$ cat src/logic/hsims_regs.vh
// Purpose: Register offsets, fields, reset values and state codes of the scheduler
// Assumes: Byte addresses on a 32-bit classic Wishbone bus
// Notes:   Included by bare name
`ifndef HSIMS_REGS_VH
`define HSIMS_REGS_VH

// Register byte offsets
`define HSIMS_ADR_W          8
`define HSIMS_OFF_WORD_TWO   8'h00
`define HSIMS_OFF_WORD_FOUR  8'h04
`define HSIMS_OFF_CTRL       8'h08
`define HSIMS_OFF_INT_STAT   8'h0C
`define HSIMS_OFF_INT_MASK   8'h10
`define HSIMS_OFF_CNT_BASE   8'h20
`define HSIMS_CNT_SEL_MSB    7
`define HSIMS_CNT_SEL_LSB    5
`define HSIMS_CNT_SEL_VAL    3'h1

// Descriptor word two: frame number field
`define HSIMS_FRM_MSB        7
`define HSIMS_FRM_LSB        3
`define HSIMS_FRM_W          5

// Descriptor word four: mask and result fields
`define HSIMS_MASK_MSB       7
`define HSIMS_MASK_LSB       0
`define HSIMS_RES_LSB        8
`define HSIMS_RES_W          3
`define HSIMS_NUM_UF         8
`define HSIMS_UF_W           3
`define HSIMS_RES_ERR        0
`define HSIMS_RES_BABBLE     1
`define HSIMS_RES_UNDERRUN   2

// Byte count field
`define HSIMS_CNT_W          12

// Control register bits
`define HSIMS_CTRL_EN        0
`define HSIMS_CTRL_TOKEN_IN  1

// Interrupt status / mask bits
`define HSIMS_IRQ_W          2
`define HSIMS_IRQ_DONE       0
`define HSIMS_IRQ_FAIL       1

// Reset values
`define HSIMS_RST_WORD_TWO   32'h0000_0000
`define HSIMS_RST_MASK       8'h00
`define HSIMS_RST_RES        24'h00_0000
`define HSIMS_RST_CTRL       2'h0
`define HSIMS_RST_IRQ        2'h0

// One-hot scheduler states
`define HSIMS_ST_W           2
`define HSIMS_ST_IDLE        2'h1
`define HSIMS_ST_BUSY        2'h2

`endif

$ cat src/logic/hsims_top.v
// Purpose: High-speed interrupt microframe scheduler with Wishbone register file
// Assumes: Link-side inputs synchronous to clk_i; one transaction outstanding
// Notes:   Counts live in hsims_cnt_mem and are read with one extra wait state
`timescale 1ns/10ps
`default_nettype none
`include "hsims_regs.vh"

module hsims_top (
  input  wire                        clk_i,         // Controller clock, 25 MHz
  input  wire                        arst_n_i,      // Async reset, active low
  // Wishbone classic slave
  input  wire                        wb_cyc_i,      // Bus cycle
  input  wire                        wb_stb_i,      // Strobe
  input  wire                        wb_we_i,       // Write enable
  input  wire [`HSIMS_ADR_W-1:0]     wb_adr_i,      // Byte address
  input  wire [3:0]                  wb_sel_i,      // Byte enables
  input  wire [31:0]                 wb_dat_i,      // Write data
  output wire [31:0]                 wb_dat_o,      // Read data
  output wire                        wb_ack_o,      // Acknowledge
  output wire                        irq_o,         // Level interrupt, active high
  // Link side
  input  wire                        sof_i,         // Microframe start pulse
  input  wire [`HSIMS_UF_W-1:0]      uframe_i,      // Current microframe number
  input  wire [`HSIMS_FRM_W-1:0]     bus_frame_i,   // Current bus frame number bits
  output wire                        xact_req_o,    // Transaction request level
  output wire [`HSIMS_UF_W-1:0]      xact_uframe_o, // Microframe of the request
  output wire                        xact_in_o,     // 1 = IN token, 0 = OUT token
  input  wire                        xact_done_i,   // Transaction finished pulse
  input  wire                        xact_err_i,    // Transaction error seen
  input  wire                        xact_babble_i, // Babble seen
  input  wire                        xact_undr_i,   // Underrun seen
  input  wire [`HSIMS_CNT_W-1:0]     xact_bytes_i   // Bytes received
);

  localparam [`HSIMS_ST_W-1:0] ST_IDLE = `HSIMS_ST_IDLE;
  localparam [`HSIMS_ST_W-1:0] ST_BUSY = `HSIMS_ST_BUSY;

  // Register state
  reg  [`HSIMS_FRM_W-1:0]              frame_ff;
  reg  [`HSIMS_NUM_UF-1:0]             mask_ff;
  reg  [`HSIMS_NUM_UF*`HSIMS_RES_W-1:0] res_ff;
  reg  [1:0]                           ctrl_ff;
  reg  [`HSIMS_IRQ_W-1:0]              istat_ff;
  reg  [`HSIMS_IRQ_W-1:0]              imask_ff;
  reg  [31:0]                          dat_ff;
  reg                                  ack_ff;
  reg                                  wait_ff;

  // Scheduler state
  reg  [`HSIMS_ST_W-1:0]               st_ff;
  reg  [`HSIMS_ST_W-1:0]               nxt_st;
  reg  [`HSIMS_UF_W-1:0]               uf_ff;
  reg  [`HSIMS_UF_W-1:0]               nxt_uf;
  reg                                  in_ff;
  reg                                  nxt_in;

  wire                                 req_vld;
  wire                                 wr_en;
  wire                                 cnt_hit;
  wire                                 start;
  wire                                 finish;
  wire [`HSIMS_UF_W-1:0]               cnt_idx;
  wire [`HSIMS_CNT_W-1:0]              cnt_rdata;
  wire [`HSIMS_RES_W-1:0]              res_val;
  wire [`HSIMS_NUM_UF-1:0]             mask_set;
  wire [`HSIMS_NUM_UF-1:0]             mask_clr;
  wire [`HSIMS_IRQ_W-1:0]              ev;
  wire [`HSIMS_IRQ_W-1:0]              istat_clr;
  reg  [31:0]                          rd_mux;

  // ---------------------------------------------------------------- Bus
  assign req_vld = wb_cyc_i & wb_stb_i;
  // Writes land on the edge where the master samples ack
  assign wr_en   = req_vld & wb_we_i & ack_ff;
  assign cnt_hit = (wb_adr_i[`HSIMS_CNT_SEL_MSB:`HSIMS_CNT_SEL_LSB] == `HSIMS_CNT_SEL_VAL);
  assign cnt_idx = wb_adr_i[4:2];

  always @* begin
    rd_mux = 32'h0000_0000;
    if (cnt_hit) begin
      rd_mux = {20'h0_0000, cnt_rdata};
    end else begin
      case (wb_adr_i)
        `HSIMS_OFF_WORD_TWO:
          rd_mux = {24'h00_0000, frame_ff, 3'h0};
        `HSIMS_OFF_WORD_FOUR:
          rd_mux = {res_ff, mask_ff};
        `HSIMS_OFF_CTRL:
          rd_mux = {30'h0000_0000, ctrl_ff};
        `HSIMS_OFF_INT_STAT:
          rd_mux = {30'h0000_0000, istat_ff};
        `HSIMS_OFF_INT_MASK:
          rd_mux = {30'h0000_0000, imask_ff};
        default:
          rd_mux = 32'h0000_0000;
      endcase
    end
  end

  // Count reads wait one edge for the registered memory output
  always @(posedge clk_i or negedge arst_n_i) begin
    if (!arst_n_i) begin
      ack_ff  <= 1'b0;
      wait_ff <= 1'b0;
      dat_ff  <= 32'h0000_0000;
    end else begin
      if (ack_ff) begin
        ack_ff  <= 1'b0;
        wait_ff <= 1'b0;
      end else if (wait_ff) begin
        ack_ff  <= 1'b1;
        wait_ff <= 1'b0;
        dat_ff  <= {20'h0_0000, cnt_rdata};
      end else if (req_vld) begin
        if (cnt_hit && !wb_we_i) begin
          wait_ff <= 1'b1;
        end else begin
          ack_ff <= 1'b1;
          dat_ff <= rd_mux;
        end
      end
    end
  end

  assign wb_ack_o = ack_ff & req_vld;
  assign wb_dat_o = dat_ff;

  // ---------------------------------------------------------- Software regs
  always @(posedge clk_i or negedge arst_n_i) begin
    if (!arst_n_i) begin
      frame_ff <= 5'h00;
      ctrl_ff  <= `HSIMS_RST_CTRL;
      imask_ff <= `HSIMS_RST_IRQ;
    end else if (wr_en) begin
      case (wb_adr_i)
        `HSIMS_OFF_WORD_TWO: begin
          if (wb_sel_i[0]) begin
            frame_ff <= wb_dat_i[`HSIMS_FRM_MSB:`HSIMS_FRM_LSB];
          end
        end
        `HSIMS_OFF_CTRL: begin
          if (wb_sel_i[0]) begin
            ctrl_ff <= wb_dat_i[1:0];
          end
        end
        `HSIMS_OFF_INT_MASK: begin
          if (wb_sel_i[0]) begin
            imask_ff <= wb_dat_i[`HSIMS_IRQ_W-1:0];
          end
        end
        default: begin
          ctrl_ff <= ctrl_ff;
        end
      endcase
    end
  end

  // Software can only raise mask bits; writing zero has no effect
  assign mask_set = (wr_en && (wb_adr_i == `HSIMS_OFF_WORD_FOUR) && wb_sel_i[0]) ?
                    wb_dat_i[`HSIMS_MASK_MSB:`HSIMS_MASK_LSB] : 8'h00;

  // ------------------------------------------------------------- Scheduler
  // Mask is sampled only when the descriptor frame matches the bus frame
  assign start  = st_ff[0] & sof_i & ctrl_ff[`HSIMS_CTRL_EN] &
                  (frame_ff == bus_frame_i) & mask_ff[uframe_i];
  assign finish = st_ff[1] & xact_done_i;

  always @* begin
    nxt_st = st_ff;
    nxt_uf = uf_ff;
    nxt_in = in_ff;
    case (st_ff)
      ST_IDLE: begin
        if (start) begin
          nxt_st = ST_BUSY;
          nxt_uf = uframe_i;
          nxt_in = ctrl_ff[`HSIMS_CTRL_TOKEN_IN];
        end
      end
      ST_BUSY: begin
        if (xact_done_i) begin
          nxt_st = ST_IDLE;
        end
      end
      default: begin
        nxt_st = ST_IDLE;
      end
    endcase
  end

  always @(posedge clk_i or negedge arst_n_i) begin
    if (!arst_n_i) begin
      st_ff <= ST_IDLE;
      uf_ff <= 3'h0;
      in_ff <= 1'b0;
    end else begin
      st_ff <= nxt_st;
      uf_ff <= nxt_uf;
      in_ff <= nxt_in;
    end
  end

  assign xact_req_o    = st_ff[1];
  assign xact_uframe_o = uf_ff;
  assign xact_in_o     = in_ff;

  // Result code: babble and underrun bits qualified by token direction, error bit is not
  assign res_val[`HSIMS_RES_ERR]      = xact_err_i;
  assign res_val[`HSIMS_RES_BABBLE]   = xact_babble_i & in_ff;
  assign res_val[`HSIMS_RES_UNDERRUN] = xact_undr_i & ~in_ff;

  genvar gi;
  generate
    for (gi = 0; gi < `HSIMS_NUM_UF; gi = gi + 1) begin : g_uf
      localparam [`HSIMS_UF_W-1:0] UF_IDX = gi;
      assign mask_clr[gi] = finish & (uf_ff == UF_IDX);

      // A software set in the clearing cycle wins
      always @(posedge clk_i or negedge arst_n_i) begin
        if (!arst_n_i) begin
          mask_ff[gi] <= 1'b0;
        end else if (mask_set[gi]) begin
          mask_ff[gi] <= 1'b1;
        end else if (mask_clr[gi]) begin
          mask_ff[gi] <= 1'b0;
        end
      end

      // Only the processed microframe's field is touched
      always @(posedge clk_i or negedge arst_n_i) begin
        if (!arst_n_i) begin
          res_ff[gi*`HSIMS_RES_W +: `HSIMS_RES_W] <= 3'h0;
        end else if (mask_clr[gi]) begin
          res_ff[gi*`HSIMS_RES_W +: `HSIMS_RES_W] <= res_val;
        end
      end
    end
  endgenerate

  hsims_cnt_mem u_cnt_mem (
    .clk_i    (clk_i),
    .arst_n_i (arst_n_i),
    .we_i     (finish),
    .waddr_i  (uf_ff),
    .wdata_i  (xact_bytes_i),
    .raddr_i  (cnt_idx),
    .rdata_o  (cnt_rdata)
  );

  // -------------------------------------------------------------- Interrupt
  assign ev[`HSIMS_IRQ_DONE] = finish;
  assign ev[`HSIMS_IRQ_FAIL] = finish & (|res_val);
  assign istat_clr = (wr_en && (wb_adr_i == `HSIMS_OFF_INT_STAT) && wb_sel_i[0]) ?
                     wb_dat_i[`HSIMS_IRQ_W-1:0] : 2'h0;

  always @(posedge clk_i or negedge arst_n_i) begin
    if (!arst_n_i) begin
      istat_ff <= `HSIMS_RST_IRQ;
    end else begin
      istat_ff <= (istat_ff & ~istat_clr) | ev;
    end
  end

  assign irq_o = |(istat_ff & imask_ff);

endmodule // hsims_top

`default_nettype wire

$ cat src/logic/hsims_cnt_mem.v
// Purpose: Eight-entry store of per-microframe received byte counts
// Assumes: One write port, one read port, same clock
// Notes:   Read data come out of a register one edge after the address
`timescale 1ns/10ps
`default_nettype none
`include "hsims_regs.vh"

module hsims_cnt_mem (
  input  wire                        clk_i,    // Controller clock
  input  wire                        arst_n_i, // Async reset, active low
  input  wire                        we_i,     // Write strobe
  input  wire [`HSIMS_UF_W-1:0]      waddr_i,  // Write index (microframe)
  input  wire [`HSIMS_CNT_W-1:0]     wdata_i,  // Byte count to store
  input  wire [`HSIMS_UF_W-1:0]      raddr_i,  // Read index
  output reg  [`HSIMS_CNT_W-1:0]     rdata_o   // Registered read data
);

  reg [`HSIMS_CNT_W-1:0] mem_ff [0:`HSIMS_NUM_UF-1];

  genvar gi;
  generate
    for (gi = 0; gi < `HSIMS_NUM_UF; gi = gi + 1) begin : g_ent
      localparam [`HSIMS_UF_W-1:0] ENT_IDX = gi;
      always @(posedge clk_i or negedge arst_n_i) begin
        if (!arst_n_i) begin
          mem_ff[gi] <= 12'h000;
        end else if (we_i && (waddr_i == ENT_IDX)) begin
          mem_ff[gi] <= wdata_i;
        end
      end
    end
  endgenerate

  always @(posedge clk_i or negedge arst_n_i) begin
    if (!arst_n_i) begin
      rdata_o <= 12'h000;
    end else begin
      rdata_o <= mem_ff[raddr_i];
    end
  end

endmodule // hsims_cnt_mem

`default_nettype wire

$ cat config.mk
export PLATFORM = sky130hd
export DESIGN_NAME = hsims_top
export DESIGN_NICKNAME = d
export VERILOG_FILES = /design/src/logic/hsims_top.v /design/src/logic/hsims_cnt_mem.v
export VERILOG_INCLUDE_DIRS = /design/src /design/src/logic
export SDC_FILE = /design/constraint.sdc
export NUM_CORES = 1
export LEC_CHECK = 0
export BUFFER_PORTS_ARGS = -buffer_cell sky130_fd_sc_hd__buf_2
export CORE_MARGIN = 2
export CORE_UTILIZATION = 57
export DETAILED_ROUTE_END_ITERATION = 10
export PLACE_DENSITY = 0.85
export SLEW_MARGIN = 20
export SYNTH_ARGS = -nofsm -noshare
export SYNTH_HDL_FRONTEND = slang
export SYNTH_SLANG_ARGS = --single-unit
export TNS_END_PERCENT = 20
$ cat constraint.sdc
create_clock -name clk_i -period 2.2 [get_ports clk_i]
set_clock_uncertainty 0.2 [all_clocks]
set_input_delay 0.11 -clock clk_i [delete_from_list [all_inputs] [get_ports clk_i]]
set_output_delay 0.11 -clock clk_i [all_outputs]
set_load 0.05 [all_outputs]
* Word level (Yosys, flattened, before mapping)
Cells that the tools add are included.
** Operators by class
- Add/sub/neg operators :: 0
- Multiply operators :: 0
- Div/mod/pow operators :: 0
- $lt $le $gt $ge :: 2
- Equality and inequality tests :: 18
- Shift-type cells :: 0
- Mux-type cells :: 39
- Bitwise operators :: 27
- Reduce and logical (&&, ||, !) cells :: 33
** Operators with widths (number)
- case mux 32 bit (5 select lines) :: 1
- two-way mux 32 bit :: 4
- binary-select mux 12 bit (select 3 bit) :: 1
- two-way mux 1 bit :: 25
- two-way mux 12 bit :: 2
- bitwise AND 1 bit :: 20
- nonzero test 2 bit :: 9
- == test 8 x 4 -> 1 bit, second input constant :: 2
- logical AND 1 bit :: 13
- == test 3 bit, second input constant :: 4
- AND reduction 3 bit :: 4
- == test 8 x 3 -> 1 bit, second input constant :: 1
- == test 8 x 5 -> 1 bit, second input constant :: 1
- logical NOT 8 bit :: 1
- two-way mux 8 bit :: 1
- == test 3 x 1 -> 1 bit, second input constant :: 2
- == test 3 x 2 -> 1 bit, second input constant :: 2
- two-way mux 2 bit :: 3
- != test 2 bit, second input constant :: 3
- == test 5 bit :: 1
- bitwise AND 2 bit :: 2
- greater-or-equal comparator 4 bit, second input constant :: 1
- < comparator 3 x 4 -> 1 bit, second input constant :: 1
- inverter 3 -> 4 bit :: 1
- 12 further kinds :: 14
** Word-level totals
- Register bits after elaboration :: 191
- Bits in latches :: 0
- RAM bits :: 0
- ROM bits :: 0
- Input bits :: 74
- Output and inout port bits :: 39
- Word-level logic and storage cells :: 154
- Memories :: 0

* Depth between registers and ports, before layout
- Depth in word-level cells :: 9
- Depth in mapped cells :: 7
- Mapped depth without buffers :: 5

* Hierarchy
From an unflattened synthesis, not the netlist that was laid out.
** Unflattened totals
- Cell total of the unflattened synthesis :: 593
- Area total of the unflattened synthesis :: 8423.1 um^2
** Modules (own cells, without submodules)
- hsims_cnt_mem :: instances 1, cells an instance 263, area an instance 4714.5 um^2
- hsims_top :: instances 1, cells an instance 330, area an instance 3708.6 um^2

* Least setup slack after synthesis
No wires, ideal clock.
- Path kind :: register -> register
- From :: register st_ff[1]
- To :: register in_ff, in the netlist xact_in_o
- Setup time :: 0.127 ns
- Arrival :: 1.915 ns
- Data required time :: 1.873 ns
- Setup slack :: -0.042 ns
- Cell stages (with the launch flop) :: 5
- Path buffers :: 0
- Cells stage by stage :: dfrtp_1 nand4b_1 a311o_1 nor4_4 mux2_1
** On the way
- Longest elaborated chain between the ends :: 2
** RTL lines
- start, declared :: RTL line hsims_top.v:50 : reg [`HSIMS_ST_W-1:0] st_ff;
- start signal, assigned :: RTL line hsims_top.v:197 : st_ff <= nxt_st;
- == test 2 x 1 -> 1 bit :: RTL line hsims_top.v:172 : case (st_ff)
- AND reduction 2 bit (no source line)
- end signal, assigned :: RTL line hsims_top.v:199 : in_ff <= nxt_in;
- end, declared :: RTL line hsims_top.v:54 : reg in_ff;
No other way between the ends.
A chain may end at the register's enable or synchronous reset.

* Final worst setup path
- From :: register st_ff[0]
- To :: register in_ff, in the netlist xact_in_o
** On the way
- Longest elaborated chain between the ends :: 5
** RTL lines
- bitwise AND 1 bit (4 in series) :: RTL line hsims_top.v:164 : assign start = st_ff[0] & sof_i & ctrl_ff[`HSIMS_CTRL_EN] &
- AND reduction 2 bit (no source line) *
Mark *: on every way between the ends. The rest lies on a longest branch, timed or not.

==> flow_summary.yaml <==
run_status:
  outcome: "finished clean"
cts:
  insertion_delay_ns: 0.43
  post_cts_buffers: 0
  clockBufferDepth: 2
  ctsResizeCount: 0
  cts.sinks: 191
  clock-root-buffer: "clkbuf_16"
  cts_hold_buf: 38
  cts_inserted_buffers: 17
  cts_tree: "yes"
  clk_pin_slew_ns: 0.07
  h-tree-depth: 4
route:
  vias_per_cell: 6.02
  drt_wl_total_um: 20500
  vias: 5877
  drc: 0
  drtIter0Drc: 591
  routedWlPerCell_um: 21.0
  ant_nets: 0
  first_pass_iters: 6
power_and_ir_drop:
  pwr_density_cell_nw_per_um2: 693
  p_total_uw: 6970
  leakagePower_uw: 0.00512
  peakVddDrop_mv: 0.575
grt:
  grt_pass1_wl_um: 33200
  grt_max_degree: 57
  grt.overflow.total: 0
  antenna_found_initial: 0
  track_usage_pct: 27.7
  grt_pass1_vias: 6216
setup_path:
  arrival_ns: 2.20
  worstPathMaxFanout: 4
  path_class: "reg -> reg"
  required_ns: 2.31
  critPathBufInv: 0
  cpPeakStageDelay_ns: 0.53
  end_kind: "flip-flop"
  path_cells: "nand4b_1 > a311o_1 > nor4_4 > mux2_1"
  crit_slowest_cell: "dfstp_2"
  path_delay_family: "flip-flops"
  cp-start-kind: "flip-flop"
placement:
  dp_hpwl_um: 12900
  place_ws_ns: 0.123
  place_congestion: 0.845
  dpl.cell_count: 908
  io_buffers: 85
synthesis:
  yosysTopAreaCell: "dfrtp_1"
  synth_area_um2: 8280
  async_flop_share_pct: 100
  synth_cell_type_count: 46
  ys_warn_count: 0
  synth_area_per_cell_um2: 12.9
  synthFlopType: "dfrtp_1"
  synth_edf_count: 0
  ys_seq_area_share_pct: 57.7
  synth_nets: 718
  synth_seq_cells: 191
  synth_area_leaders: "dfrtp_1, mux2_2, mux4_2, nand2_1, a22o_1"
  yosysTopAreaCellShare_pct: 57.4
  netlist_instances: 644
cells_and_area:
  nNetsFinal: 855
  n_antenna_cell: 0
  syn2layout_area_growth_pct: 21.5
  stdcell_count: 977
  drive_above_1_share_pct: 34.9
die:
  die_x_um: 125
  coreArea_um2: 14400
  start_util_pct: 57.6
  ios: 113
  die_h_um: 125
  dieArea_um2: 15500
  rows: 44
run:
  drv_cap: 0
sta:
  final_hold_viol_count: 0
  tightest_slew_ns: 0.473
  setup_viol: 0
  maxSlewViolCount: 0
  fmax_mhz: 479
  rsz0062_at_grt: "no"
  timing.slew.headroom_pct: 68.4
  tns_ns: 0
  fin_crit_ns: 2.09
  fin_crit_sh_pct: 94.8
  setup_slack_ns: 0.114
min_path:
  hold_class: "in -> reg"
-- stage by stage --
step | utilization [%] | hold WS (ns) | instance area [um^2]
2_1_floorplan | - | -0.386 | 8290
3_3_place_gp | 63.4 | -0.165 | 9110
3_5_place_dp | 63.4 | -0.157 | 9110
4_1_cts | 70.0 | 0.000409 | 10100
5_1_grt | 70.0 | 0.0530 | 10100
6_report | 70.0 | 0.0112 | 10100
-- routing by layer --
layer / track usage [%] / vias to the layer above / wire length, um / share of wire [%]
met1: 35.4 / 2996 / 8130 / 40
met2: 45.8 / 258 / 10500 / 51
met4: 13.2 / 0 / 701 / 3.4
met5: 0.654 / - / 0 / 0
met3: 5.28 / 64 / 1250 / 6.1
li1: - / 2559 / - / -
-- cell usage in the layout (no fill, tap or decap), types with 7 or more instances in the layout --
cell             n
dfrtp_1        189
nand2_1        131
mux2_2          95
buf_2           84
dlygate4sd3_1   37
a22o_1          28
mux4_2          24
nor2_1          18
buf_4           18
clkbuf_16       17
o21ai_0         14
a21oi_1         13
mux2i_1         13
buf_12          10
inv_1            7
-- final timing paths --
check | start | end | slack, ns | depth (start not counted)
max | st_ff[0] | xact_in_o | 0.11 | 4
max in group asynchronous | arst_n_i | res_ff[12] | 1.45 | 3
min reg2reg | u_cnt_mem.mem_ff[59] | u_cnt_mem.mem_ff[59] | 0.27 | 2
min | bus_frame_i[4] | xact_uframe_o[2] | 0.01 | 5
max reg2reg | st_ff[0] | xact_in_o | 0.11 | 4
min in group asynchronous | arst_n_i | u_cnt_mem.mem_ff[66] | 0.06 | 3
-- cell families (layout without fill, tap and decap cells) --
family	count (synthesis)	count (layout)	synth area share, %
AO/OA/AOI/OAI	73	73	6.44
flip-flops	191	191	57.7
AND/OR/NAND/NOR	197	197	11.2
buffers and inverters	42	191	2.33
XOR/XNOR	5	5	0.529
multiplexers	136	136	21.7
-- sequential cells by signal (all words and copies together) (netlist names) --
name and flops:
u_cnt_mem.mem_ff 96, wb_dat_o 32, res_ff 24, u_cnt_mem.rdata_o 12, mask_ff 8, frame_ff 5
xact_uframe_o 3, ctrl_ff 2, imask_ff 2, istat_ff 2, st_ff 2, ack_ff 1
wait_ff 1, xact_in_o 1
-- synth_stat cells, types with 7 or more instances --
cell,count
a21oi_1,13
a22o_1,28
buf_2,13
clkbuf_1,13
dfrtp_1,190
inv_1,7
mux2_2,95
mux2i_1,13
mux4_2,24
nand2_1,131
nor2_1,18
o21ai_0,14
-- power by group --
part | switching, uW | leakage [uW] | total, uW | internal [uW]
logic | 319 | 0.00221 | 488 | 169
registers | 13.3 | 0.00264 | 3550 | 3540
clock network | 1290 | 0.000267 | 2930 | 1640
-- tightest hold or removal path, delay by kind of cell --
family          cells  cell delay (ns)
simple gates        2             0.23
compound gates      1             0.12
buf+inv             1             0.09
xor+xnor            1             0.06
-- layout make-up --
| class | instances | area [um^2] |
|---|---|---|
| fillers | 916 | 4310 |
| clock buffers | 21 | 470 |
| inverters | 10 | 37.5 |
| clock inverters | 10 | 88.8 |
| multi-input cells | 411 | 3310 |
| well taps | 184 | 230 |
| repair buffers | 150 | 1140 |
| flip-flops and latches | 191 | 4780 |
Note: power is estimated with default switching activity, not from simulation.
